[src/hdl/iorp_defs.svh]
`ifndef IORP_DEFS_SVH
`define IORP_DEFS_SVH
// ==========================================================
// register byte offsets
`define IORP_OFF_CTL0 12'h000
`define IORP_OFF_CTL1 12'h004
`define IORP_OFF_CNT0_LO 12'h008
`define IORP_OFF_CNT0_HI 12'h00c
`define IORP_OFF_CNT1_LO 12'h010
`define IORP_OFF_CNT1_HI 12'h014
`define IORP_OFF_FILTER 12'h018
// ==========================================================
// control word fields
`define IORP_EV_LSB 0
`define IORP_UM_LSB 8
`define IORP_EN_BIT 22
`define IORP_CLR_BIT 23
// ==========================================================
// event codes
`define IORP_EV_DRS_INS 8'h02
`define IORP_EV_NCB_INS 8'h03
`define IORP_EV_NCS_INS 8'h04
`define IORP_EV_DRS_FULL 8'h05
`define IORP_EV_NCB_FULL 8'h06
`define IORP_EV_NCS_FULL 8'h07
`define IORP_EV_DRS_OCC 8'h08
`define IORP_EV_NCB_OCC 8'h09
`define IORP_EV_NCS_OCC 8'h0a
`define IORP_EV_SW_OCC 8'h0c
`define IORP_EV_SW_NCB 8'h0d
`define IORP_EV_SW_NCS 8'h0e
`define IORP_EV_INBOUND 8'h11
`define IORP_EV_PEER_TXN 8'h13
`define IORP_EV_PEER_INS 8'h14
`define IORP_EV_PEER_OCC 8'h15
`define IORP_EV_RING0_STALL 8'h1a
`define IORP_EV_RING1_STALL 8'h1b
`define IORP_EV_RING01_STALL 8'h1c
`define IORP_EV_DATA_STALL 8'h1d
`define IORP_CTL_RESET 32'h0000_0000
`endif

[src/hdl/iorp_pkg.sv]
`default_nettype none
package iorp_pkg;
  // ========================================================
  // per-cycle condition bundle from the port
  typedef struct packed {
    logic peer_req;          // peer request from inbound source
    logic [7:0] peer_occ;    // bypass plus stall queue entries
    logic [3:0] peer_kind;   // read, write, message, completion
    logic [3:0] peer_where;  // rem, rem+tgt, loc, loc+tgt
    logic in_req;            // inbound transaction this cycle
    logic [3:0] in_kind;     // write, prefetch, atomic, other
    logic in_retry;          // write retry
    logic [3:0] in_queue;    // source queue of the request
    logic [2:0] q_ins;       // drs, ncb, ncs insert
    logic [2:0] q_full;      // drs, ncb, ncs full
    logic [7:0] drs_occ;
    logic [7:0] ncb_occ;
    logic [7:0] ncs_occ;
    logic ring0_stall;       // no credit on first request ring
    logic ring1_stall;       // no credit on second request ring
    logic data_stall;        // no data ring credit
    logic [1:0] sw_ins;      // ncb, ncs switch request
    logic [7:0] sw_occ;      // outstanding switch requests
  } iorp_cond_type;
  typedef struct packed {
    logic en;
    logic [7:0] umask;
    logic [7:0] code;
  } iorp_sel_type;
endpackage
`default_nettype wire

[src/hdl/iorp_counter.sv]
`timescale 1ns/1ns
`default_nettype none
`include "iorp_defs.svh"
module iorp_counter #(
  parameter int WIDTH = 48
) (
  input wire logic mclk,
  input wire logic rst,
  input wire iorp_pkg::iorp_sel_type sel,
  input wire iorp_pkg::iorp_cond_type cond,
  input wire logic [3:0] filter_q,
  input wire logic clr,
  input wire logic wr_lo,
  input wire logic wr_hi,
  input wire logic [31:0] wdata,
  output logic [WIDTH-1:0] count
);
  // ========================================================
  // event decode
  logic [8:0] inc;        // amount added this cycle
  logic [3:0] um_lo;
  logic [3:0] um_hi;
  logic [WIDTH-1:0] count_ff;
  assign um_lo = sel.umask[3:0];
  assign um_hi = sel.umask[7:4];
  assign count = count_ff;

  // at most one per cycle, two for the both-rings stall; occupancy adds the whole count
  always_comb begin
    inc = 9'h000;
    case (sel.code)
      `IORP_EV_PEER_INS: inc = {8'h00, cond.peer_req};
      `IORP_EV_PEER_OCC: inc = {1'b0, cond.peer_occ};
      // kind and locality masks must both hit
      `IORP_EV_PEER_TXN: inc = {8'h00, |(um_lo & cond.peer_kind) &
        |(um_hi & cond.peer_where)};
      // request types are or-reduced; source filter optional
      `IORP_EV_INBOUND: begin
        inc = {8'h00, cond.in_req &
          ((sel.umask[1] & (cond.in_kind[0] | cond.in_retry)) |
          |(sel.umask[5:3] & cond.in_kind[3:1])) &
          (!sel.umask[6] || cond.in_queue == filter_q)};
      end
      `IORP_EV_DRS_FULL: inc = {8'h00, cond.q_full[0]};
      `IORP_EV_NCB_FULL: inc = {8'h00, cond.q_full[1]};
      `IORP_EV_NCS_FULL: inc = {8'h00, cond.q_full[2]};
      `IORP_EV_DRS_INS: inc = {8'h00, cond.q_ins[0]};
      `IORP_EV_NCB_INS: inc = {8'h00, cond.q_ins[1]};
      `IORP_EV_NCS_INS: inc = {8'h00, cond.q_ins[2]};
      `IORP_EV_DRS_OCC: inc = {1'b0, cond.drs_occ};
      `IORP_EV_NCB_OCC: inc = {1'b0, cond.ncb_occ};
      `IORP_EV_NCS_OCC: inc = {1'b0, cond.ncs_occ};
      // both rings stalled counts as two
      `IORP_EV_RING01_STALL: inc = {8'h00, cond.ring0_stall} +
        {8'h00, cond.ring1_stall};
      `IORP_EV_RING0_STALL: inc = {8'h00, cond.ring0_stall};
      `IORP_EV_RING1_STALL: inc = {8'h00, cond.ring1_stall};
      `IORP_EV_DATA_STALL: inc = {8'h00, cond.data_stall};
      `IORP_EV_SW_NCB: inc = {8'h00, cond.sw_ins[0]};
      `IORP_EV_SW_NCS: inc = {8'h00, cond.sw_ins[1]};
      `IORP_EV_SW_OCC: inc = {1'b0, cond.sw_occ};
      default: inc = 9'h000;
    endcase
  end

  // ========================================================
  // accumulator; software write beats counting in same cycle
  always_ff @(posedge mclk or posedge rst) begin
    if (rst) begin
      count_ff <= '0;
    end else if (clr) begin
      count_ff <= '0;
    end else if (wr_lo) begin
      count_ff <= {count_ff[WIDTH-1:32], wdata};
    end else if (wr_hi) begin
      count_ff <= {wdata[WIDTH-33:0], count_ff[31:0]};
    end else if (sel.en) begin
      count_ff <= count_ff + WIDTH'(inc);
    end
  end
endmodule
`default_nettype wire

[src/hdl/iorp_top.sv]
`timescale 1ns/1ns
`default_nettype none
`include "iorp_defs.svh"
module iorp_top #(
  parameter int CNT_WIDTH = 48
) (
  input wire logic mclk,
  input wire logic rst,
  input wire logic psel,
  input wire logic penable,
  input wire logic pwrite,
  input wire logic [11:0] paddr,
  input wire logic [31:0] pwdata,
  output logic [31:0] prdata,
  output logic pready,
  output logic pslverr,
  input wire iorp_pkg::iorp_cond_type cond
);
  // ==========================================================
  // apb slave state
  logic [31:0] prdata_ff;
  logic pready_ff;
  logic pslverr_ff;
  logic [31:0] ctl0_ff;     // counter 0 event select
  logic [31:0] ctl1_ff;     // counter 1 event select
  logic [3:0] filter_ff;    // source queue filter
  logic [31:0] nxt_rdata;
  logic nxt_err;
  logic wr_acc;             // write taken in access phase
  logic rd_acc;
  logic [CNT_WIDTH-1:0] cnt0;
  logic [CNT_WIDTH-1:0] cnt1;
  iorp_pkg::iorp_sel_type sel0;
  iorp_pkg::iorp_sel_type sel1;
  logic [1:0] clr;
  logic [1:0] wlo;
  logic [1:0] whi;

  assign prdata = prdata_ff;
  assign pready = pready_ff;
  assign pslverr = pslverr_ff;
  // answer comes one cycle into the access phase: setup,
  // access with pready low, then pready high
  assign wr_acc = psel && penable && pwrite && pready_ff;
  assign rd_acc = psel && penable && !pwrite && !pready_ff;

  // ==========================================================
  // select decode, cast to struct
  assign sel0 = '{en: ctl0_ff[`IORP_EN_BIT],
    umask: ctl0_ff[`IORP_UM_LSB +: 8], code: ctl0_ff[`IORP_EV_LSB +: 8]};
  assign sel1 = '{en: ctl1_ff[`IORP_EN_BIT],
    umask: ctl1_ff[`IORP_UM_LSB +: 8], code: ctl1_ff[`IORP_EV_LSB +: 8]};

  // clear bit in a control write resets that counter
  assign clr[0] = wr_acc && paddr == `IORP_OFF_CTL0 &&
    pwdata[`IORP_CLR_BIT];
  assign clr[1] = wr_acc && paddr == `IORP_OFF_CTL1 &&
    pwdata[`IORP_CLR_BIT];
  assign wlo[0] = wr_acc && paddr == `IORP_OFF_CNT0_LO;
  assign whi[0] = wr_acc && paddr == `IORP_OFF_CNT0_HI;
  assign wlo[1] = wr_acc && paddr == `IORP_OFF_CNT1_LO;
  assign whi[1] = wr_acc && paddr == `IORP_OFF_CNT1_HI;

  // ==========================================================
  // pready: low in first access cycle, high in the second
  always_ff @(posedge mclk or posedge rst) begin
    if (rst) begin
      pready_ff <= 1'b0;
    end else if (psel && penable && !pready_ff) begin
      pready_ff <= 1'b1;
    end else begin
      pready_ff <= 1'b0;
    end
  end

  // ==========================================================
  // control register writes; only two counters exist here
  always_ff @(posedge mclk or posedge rst) begin
    if (rst) begin
      ctl0_ff <= `IORP_CTL_RESET;
      ctl1_ff <= `IORP_CTL_RESET;
      filter_ff <= 4'h0;
    end else if (wr_acc) begin
      case (paddr)
        `IORP_OFF_CTL0: begin
          ctl0_ff <= {8'h00, pwdata[23:0]} & 32'h0040_ffff;
        end
        `IORP_OFF_CTL1: begin
          ctl1_ff <= {8'h00, pwdata[23:0]} & 32'h0040_ffff;
        end
        `IORP_OFF_FILTER: begin
          filter_ff <= pwdata[3:0];
        end
        default: begin
          filter_ff <= filter_ff;
        end
      endcase
    end
  end

  // ==========================================================
  // read mux; unmapped addresses answer with pslverr
  always_comb begin
    nxt_rdata = 32'h0000_0000;
    nxt_err = 1'b0;
    case (paddr)
      `IORP_OFF_CTL0: nxt_rdata = ctl0_ff;
      `IORP_OFF_CTL1: nxt_rdata = ctl1_ff;
      `IORP_OFF_CNT0_LO: nxt_rdata = cnt0[31:0];
      `IORP_OFF_CNT0_HI: nxt_rdata = {16'h0000, cnt0[CNT_WIDTH-1:32]};
      `IORP_OFF_CNT1_LO: nxt_rdata = cnt1[31:0];
      `IORP_OFF_CNT1_HI: nxt_rdata = {16'h0000, cnt1[CNT_WIDTH-1:32]};
      `IORP_OFF_FILTER: nxt_rdata = {28'h0000000, filter_ff};
      default: nxt_err = 1'b1;
    endcase
  end

  // read data and error latched as pready rises
  always_ff @(posedge mclk or posedge rst) begin
    if (rst) begin
      prdata_ff <= 32'h0000_0000;
      pslverr_ff <= 1'b0;
    end else if (psel && penable && !pready_ff) begin
      prdata_ff <= rd_acc ? nxt_rdata : 32'h0000_0000;
      pslverr_ff <= nxt_err;
    end else begin
      prdata_ff <= 32'h0000_0000;
      pslverr_ff <= 1'b0;
    end
  end

  // ==========================================================
  // two identical counters, either can take any event
  iorp_counter #(.WIDTH(CNT_WIDTH)) u_cnt0 (
    .mclk(mclk),
    .rst(rst),
    .sel(sel0),
    .cond(cond),
    .filter_q(filter_ff),
    .clr(clr[0]),
    .wr_lo(wlo[0]),
    .wr_hi(whi[0]),
    .wdata(pwdata),
    .count(cnt0)
  );
  iorp_counter #(.WIDTH(CNT_WIDTH)) u_cnt1 (
    .mclk(mclk),
    .rst(rst),
    .sel(sel1),
    .cond(cond),
    .filter_q(filter_ff),
    .clr(clr[1]),
    .wr_lo(wlo[1]),
    .wr_hi(whi[1]),
    .wdata(pwdata),
    .count(cnt1)
  );
endmodule
`default_nettype wire

[config.mk]
export PLATFORM = sky130hd
export DESIGN_NAME = iorp_top
export DESIGN_NICKNAME = d
export VERILOG_FILES = /design/src/hdl/iorp_pkg.sv /design/src/hdl/iorp_counter.sv /design/src/hdl/iorp_top.sv
export VERILOG_INCLUDE_DIRS = /design/src /design/src/hdl
export SDC_FILE = /design/constraint.sdc
export NUM_CORES = 1
export LEC_CHECK = 0
export ABC_AREA = 1
export BUFFER_PORTS_ARGS = -buffer_cell sky130_fd_sc_hd__buf_4
export CAP_MARGIN = 20
export CORE_MARGIN = 2
export CORE_UTILIZATION = 45
export CTS_CLUSTER_DIAMETER = 150
export DETAILED_ROUTE_END_ITERATION = 10
export PLACE_DENSITY_LB_ADDON = 0.25
export SYNTH_ARGS = -nofsm -noshare
export SYNTH_HDL_FRONTEND = slang
export SYNTH_SLANG_ARGS = --single-unit
[constraint.sdc]
create_clock -name mclk -period 6.4 [get_ports mclk]
set_input_delay 0.32 -clock mclk [delete_from_list [all_inputs] [get_ports mclk]]
set_output_delay 0.32 -clock mclk [all_outputs]
set_load 0.03 [all_outputs]
==> run summary, run 1 <==
Status: finished, final reports clean
VDD IR max: 0.1589 mV
FP Rows: 63
Detailed Route WL: 62.30 mm
Synthesized area: 13700 µm²
All-layer global routing usage: 39.53%
Worst Path Max Fanout: 8
Die Height: 178.5 µm
H-tree Lvls: 4
Largest area contributor in the netlist: dfrtp_1
CP dominant cell by count: nand2_1
DR pass1 iterations: 6
Final ANT Viol Nets: 0
Period minus WS final: 3956 ps
Slowest stage delay, CP: 700 ps
Number of distinct library cells after synthesis: 51
Final setup viols: 0
CTS resizes: 0
Die width: 178.5 µm
Area Growth Syn to Fin: 14.77%
Req. time, crit path: 6750 ps
Starting Density: 45.97%
P_leak: 7.982 nW
Number of flops mapped to enable cells by yosys: 0
Sequential-to-total area share from yosys stat: 30.69%
Power density over the cells: 144.8 nW/µm²
First-pass GRT wire length: 92.36 mm
Hold/Removal Path Class: in -> async
CTS tree: built
Total gr overflow: 0
Critical path, cell by cell: nor2_1 -> nand3_1 -> nor3_1 -> nand2_1 -> nand3_1 -> nor2_1 -> nand2_1 -> ha_1 -> inv_1 -> fa_1 -> inv_1 -> nand3_1 -> nand3_1 -> nand2_1 -> nand2_1 -> nand3_1 -> xor2_1 -> nand2_1 -> nand2_1 -> nand2_1
Actual slew at the worst max-slew pin: 998.2 ps
Clock Latency Late Sink: 460 ps
Max-slew violation count: 0
Vias: 16260
Yosys warns: 0
Pin count of the biggest net entering global routing: 96
Worst setup margin: 2445 ps
Core ar.: 29800 µm²
Synth top area share: 30.69%
Syn nets: 2392
Vias in the first global route: 15020
Cells after synthesis: 2254
WP data arrival: 4310 ps
DRT iter0 DRCs: 2125
Clk sinks: 168
Final HPWL DP: 49.30 mm
Crit path max-delay family: simple AND/OR/NAND/NOR gates
Crit path capture type: flip-flop
Share of layout cells above drive strength 1: 10.69%
Final worst-path cycle share: 61.80%
Seq cells post-synth: 168
Worst hold margin: 57.30 ps
Antenna violations before repair: 0
DRC viols: 0
Setup bufs post-CTS: 0
Vias per Instance: 5.835
Relative slew slack: 33.45%
Top cells by area, synth: dfrtp_1 31%, nand2_1 19%, nor2_1 9.0%, nand3_1 8.5%, inv_1 8.2%
Setup Skew: 15.96 ps
WL/cell: 22.36 µm
# port buffers: 152
CTS buffer count: 17
Ys async rst share: 100.0%
Final TNS setup: 0 ps
Hold buffers post-CTS: 0
Clock transition at the registers of the reported paths: 80 ps
CP Launch Type: flip-flop
Ports: 153
Crit path buf inv count: 2
Final Non-Filler Cells: 2786
Die footprint: 31850 µm²
Layout Nets: 2519
Max Freq: 252.8 MHz
Unrepaired setup endpoints after global routing: false
Final hold viol count: 0
Gpl congestion: 1.049
Top FF cell, synth: dfrtp_1
Syn_area_per_cell: 6.077 µm²
Setup WS pre-CTS: 2588 ps
Maximum root-to-sink buffer count: 2
Slowest cell on the critical path: nor3_1
DP Cell Count: 2748
Crit path kind: reg -> reg
CTS root buffer: clkbuf_16
Max cap viols: 0
-- per-layer routing --
metal	vias up	wire, µm	GRT usage [%]
met5	-	0	0
li1	7508	-	-
met2	1041	26260	58.56
met3	167	6720	7.715
met1	7540	26060	54.78
met4	0	3267	19.88
-- flip-flops by register name, indices dropped and copies added (netlist names) --
name	flops
pready	1
ctl1_ff	17
pslverr	1
filter_ff	4
ctl0_ff	17
u_cnt0.count	48
prdata	32
u_cnt1.count	48
-- where the power goes --
group / internal [W] / switching, W / total (W)
Clock: 0.000517 / 0.000524 / 0.00104
Combinational: 0.0000592 / 0.000106 / 0.000166
Sequential: 0.00106 / 0.00000527 / 0.00107
Total: 0.00164 / 0.000636 / 0.00228
-- metrics by stage --
step	total power [W]	instance area [µm²]	utilization, %
after global routing	0.002318	15720	52.75
final	0.002276	15720	52.76
after global placement	0.001254	15070	50.58
after detailed placement	0.001253	15080	50.63
after CTS	0.002268	15640	52.49
after floorplan	0.001142	13700	-
-- final cells by class --
| class | count | area, µm² |
|---|---|---|
| fill | 3185 | 14070 |
| tap | 390 | 488.0 |
| inverter | 313 | 1181 |
| sequential | 168 | 4204 |
| antenna | 2 | 5.005 |
| clock inverter | 14 | 115.1 |
| clock buffer | 18 | 439.2 |
| multi-input combinational | 1720 | 8025 |
| timing repair buffer | 161 | 1264 |
-- Yosys cell counts, types with 4 or more instances --
master / count
nand2_1: 702
nor2_1: 328
inv_1: 300
nand3_1: 234
dfrtp_1: 168
o21ai_0: 123
a21oi_1: 85
o22ai_1: 46
nand4_1: 44
buf_2: 24
nor3_1: 23
clkbuf_1: 17
ha_1: 17
xor2_1: 13
a21oi_2: 12
inv_2: 11
nand2_2: 9
o211ai_1: 8
xnor2_1: 8
buf_4: 7
nand3_2: 6
nor2_2: 6
o21ai_1: 6
o221ai_1: 6
buf_6: 5
nor2_4: 5
o2111ai_1: 4
-- path summary, 6_finish.rpt --
kind / from / to / slack [ps] / cells after the start
min in group mclk: penable / pslverr$_DFF_PP0_ / 150 / 3
min reg2reg: ctl0_ff[7]$_DFFE_PP0P_ / ctl0_ff[7]$_DFFE_PP0P_ / 490 / 2
max in group asynchronous: rst / u_cnt1.count[41]$_DFFE_PP0P_ / 4730 / 3
max reg2reg: ctl1_ff[7]$_DFFE_PP0P_ / u_cnt1.count[32]$_DFFE_PP0P_ / 2440 / 20
min: rst / u_cnt0.count[8]$_DFFE_PP0P_ / 60 / 2
max: ctl1_ff[7]$_DFFE_PP0P_ / u_cnt1.count[32]$_DFFE_PP0P_ / 2440 / 20
-- kinds of logic (layout without fill, tap and decap cells) --
family                   after synthesis  count (layout)  synth area share, %
AO/OA/AOI/OAI                        304             304                12.73
AND/OR/NAND/NOR                     1376            1376                42.67
other                                  0               2                    0
adder cells (fa/ha/maj)               19              19                1.845
buffers and inverters                366             506                10.72
flip-flops                           168             168                30.69
XOR/XNOR                              21              21                1.343
-- placed cells by master, fill, tap and decap left out, types with 8 or more instances in the layout --
cell       Yosys  routed
nand2_1      702     702
nor2_1       328     328
inv_1        300     299
nand3_1      234     234
dfrtp_1      168     168
buf_4          7     156
o21ai_0      123     123
a21oi_1       85      85
o22ai_1       46      46
nand4_1       44      44
nor3_1        23      23
ha_1          17      17
clkbuf_16      0      17
xor2_1        13      13
a21oi_2       12      12
inv_2         11      11
nand2_2        9       9
o211ai_1       8       8
xnor2_1        8       8
No activity file was read; power rests on OpenSTA's default activity.
==> run 2: changes to the inputs <==
- ABC_AREA: 1 -> 0
- clock period: 6.4 -> 3.5 ns (I/O delays scaled with it)
==> run 2 against run 1 <==
Against the previous run:
- the run now ends with setup timing left
- clock power increased by 100%
- clock skew down 5.5 ps
- non-clock buffer count rose by 148
- sequential power is 82% higher
- largest cell class unchanged
- highest routed layer is now met5
==> run summary, run 2 <==
Die width: 162.4 µm (-9.0%)
Number of distinct library cells after synthesis: 82 (+61%)
Largest area contributor in the netlist: dfrtp_1
Clk sinks: 168 (unchanged)
Vias per Instance: 6.625 (+14%)
Max-slew violation count: 0 (unchanged)
Actual slew at the worst max-slew pin: 951.8 ps (-46.39 ps)
Worst Path Max Fanout: 6 (-2)
Relative slew slack: 36.55% (+3.1 points)
All-layer global routing usage: 35.24% (-4.3 points)
Die Height: 162.4 µm (-9.0%)
Vias: 12540 (-23%)
Multi-input logic area: 7272 µm² (-9.4%)
Setup WS pre-CTS: -213.6 ps (-2801 ps)
DRT iter0 DRCs: 1734 (-18%)
CTS root buffer: clkbuf_16
P_leak: 6.196 nW (-22%)
Status: finished, violations left
Share of power burned in registers: 44.6% (-2.4 points)
Detailed Route WL: 47.22 mm (-24%)
Top FF cell, synth: dfrtp_1
Number of flops mapped to enable cells by yosys: 0 (unchanged)
Gate power share: 7.2% (about the same)
Hold/Removal Path Class: in -> reg
WP data arrival: 3900 ps (-410 ps)
Yosys warns: 0 (unchanged)
Clock Latency Late Sink: 440 ps (-20 ps)
Final ANT Viol Nets: 0 (unchanged)
Reg area: 4210 µm² (+0.15%)
Gpl congestion: 1.033 (-1.6%)
Area Growth Syn to Fin: 33.22%
CP Launch Type: flip-flop
Pwr Total: 0.004369 W (+92%)
Core ar.: 24460 µm² (-18%)
Final worst-path cycle share: 101.8% (+40 points)
Period minus WS final: 3564 ps (-391.7 ps)
Synth top cells by count: 168 x dfrtp_1, 120 x nand2_1, 118 x nor2_1, 97 x o21ai_0, 86 x a21oi_1
Syn_area_per_cell: 8.676 µm² (+43%)
# port buffers: 152 (unchanged)
Ports: 153 (unchanged)
DR pass1 iterations: 8 (+2)
WL/cell: 24.94 µm (+12%)
Req. time, crit path: 3830 ps (-2920 ps)
Top cells by area, synth: dfrtp_1 37%, a22oi_1 5.1%, o21ai_0 4.3%, mux2_2 4.2%, nand2_1 4.0%
Layout Nets: 1692 (-33%)
Max cap viols: 0 (unchanged)
Clk pwr share: 48.3% (+2.6 points)
Fillers: 2075 (-35%)
Maximum root-to-sink buffer count: 2 (unchanged)
Placed cell areas: 13640 µm² (-9.6%)
Starting Density: 46.14% (+0.17 points)
Cell area after layout: 15040 µm² (-4.4%)
Crit path kind: reg -> reg
Cell Int Power: 0.003340 W (+100%)
Antenna violations before repair: 1 (+1)
Ys async rst share: 100.0% (unchanged)
Power density over the cells: 290.5 nW/µm² (+100%)
Most frequent cells in the layout: 282 x buf_4, 163 x dfrtp_1, 113 x nand2_1
Vias in the first global route: 11690 (-22%)
R2r setup slk: -60 ps (-2510 ps)
Max Freq: 280.6 MHz (+11%)
Setup Skew: 10.50 ps (-5.462 ps)
Cells after synthesis: 1301 (-42%)
FP Rows: 57 (-9.5%)
Syn nets: 1439 (-40%)
FF-to-FF path depth: 16 (-20%)
Worst setup margin: -63.77 ps (-2508 ps)
First-pass GRT wire length: 70.18 mm (-24%)
Sw Share: 23.53% (-4.4 points)
Unrepaired setup endpoints after global routing: true
Synthesized area: 11290 µm² (-18%)
Net Sw Power: 0.001028 W (+62%)
DRC viols: 0 (unchanged)
Final HPWL DP: 35.08 mm (-29%)
Crit path capture type: flip-flop
H-tree Lvls: 4 (unchanged)
VDD IR max: 0.3123 mV (+96%)
Most common cell in the netlist: dfrtp_1
Final hold viol count: 0 (unchanged)
Sequential-to-total area share from yosys stat: 37.25% (+6.6 points)
Final setup viols: 10 (+10)
CTS buffer count: 17 (unchanged)
Hold Crit Depth: 3
Commonest non-fill, non-tap cell in the layout: buf_4
Synth top area share: 37.25% (+6.6 points)
Total gr overflow: 0 (unchanged)
Failing checks: setup timing
Share of layout cells above drive strength 1: 31.72% (+21 points)
Pin count of the biggest net entering global routing: 125 (+30%)
CTS tree: built
Die footprint: 26370 µm² (-17%)
Seq cells post-synth: 168 (unchanged)
Clock transition at the registers of the reported paths: 70 ps (about the same)
==> run 2: cell types whose count changed after synthesis, sizes merged, moves of 23 or more <==
cell	delta
a22oi	+75
a31oi	+23
clkbuf	+37
inv	-290
mux2	+42
mux2i	+23
nand2	-590
nand3	-190
nor2	-222
nor4	+26
o21ai	-26
o22ai	-42
==> run 2: cell families after synthesis <==
group / share of synthesized area, %
DFF: 37.25
muxes: 6.230
and+or+nand+nor: 23.03
AOI/OAI and AO/OA: 24.91
xor gates and xnor gates: 2.871
buffers and inverters: 3.470
adders and majority gates: 2.239
==> run 2: stage by stage <==
stage / std cells / util (%) / TNS [ps] / hold WS (ps)
global route: 1891 / 61.45 / -4456 / 3.161
floorplan: 1301 / - / 0 / 290.3
finish: 1893 / 61.47 / -368.5 / 6.624
global placement: 1837 / 55.75 / -3724 / 213.2
CTS: 1884 / 59.54 / -445.2 / 1.790
detailed placement: 1837 / 55.75 / -4121 / 216.4
==> run 2: timing repair <==
action | in CTS | in global routing
cloned | 0 | 2
setup endpoints to repair | 43 | 74
resized for setup | 45 | 116
setup buffers | 5 | 8
hold endpoints to repair | 28 | 0
hold buffers | 10 | 0
pin swaps | 19 | 55
==> run 2: layout make-up <==
class	count	share of cell area (%)
multi-input cells	1037	48.36
repair buffers	309	16.13
well taps	324	2.696
diodes	2	0.03328
clock inverters	11	1.306
inverters	21	0.5492
clock buffers	21	2.929
flip-flops and latches	168	28.00
==> run 2: routing by layer <==
metal	vias to the layer above	wire length, µm	GRT usage (%)
li1	5510	-	-
met1	6084	18780	50.19
met2	814	20770	51.91
met3	132	5830	8.098
met4	2	1773	13.80
met5	-	62	1.894
==> run 2: critical path, cell delays in order (launching register included) <==
cell and delay [ps]:
dfrtp_2 460, mux2_4 320, a221oi_2 260, a2111oi_1 90, o21ai_1 150, nand4_1 140, ha_2 210, inv_2 50
fa_2 190, nor2b_2 50, o31a_1 290, o21a_2 240, buf_6 130, o31a_1 390, nand3_1 140, a21oi_1 70
o2bb2a_2 270
==> run 2: power groups by stage <==
stage                     registers, W  clock network, W  logic [W]
after floorplan                0.00199                 0  0.0000780
after global placement         0.00198                 0   0.000292
after detailed placement       0.00198                 0   0.000292
after CTS                      0.00195           0.00211   0.000304
after global routing           0.00195           0.00219   0.000326
final                          0.00195           0.00211   0.000313
==> run 2: worst paths after layout <==
kind	to	start
worst max-delay path	u_cnt0.count[16]$_DFFE_PP0P_	ctl0_ff[2]$_DFFE_PP0P_
worst min-delay path	u_cnt1.count[25]$_DFFE_PP0P_	pwdata[25]
worst max register to register	u_cnt0.count[16]$_DFFE_PP0P_	ctl0_ff[2]$_DFFE_PP0P_
worst min register to register	pready$_DFF_PP0_	pready$_DFF_PP0_
max in group asynchronous	ctl1_ff[1]$_DFFE_PP0P_	rst
min in group asynchronous	ctl0_ff[2]$_DFFE_PP0P_	rst
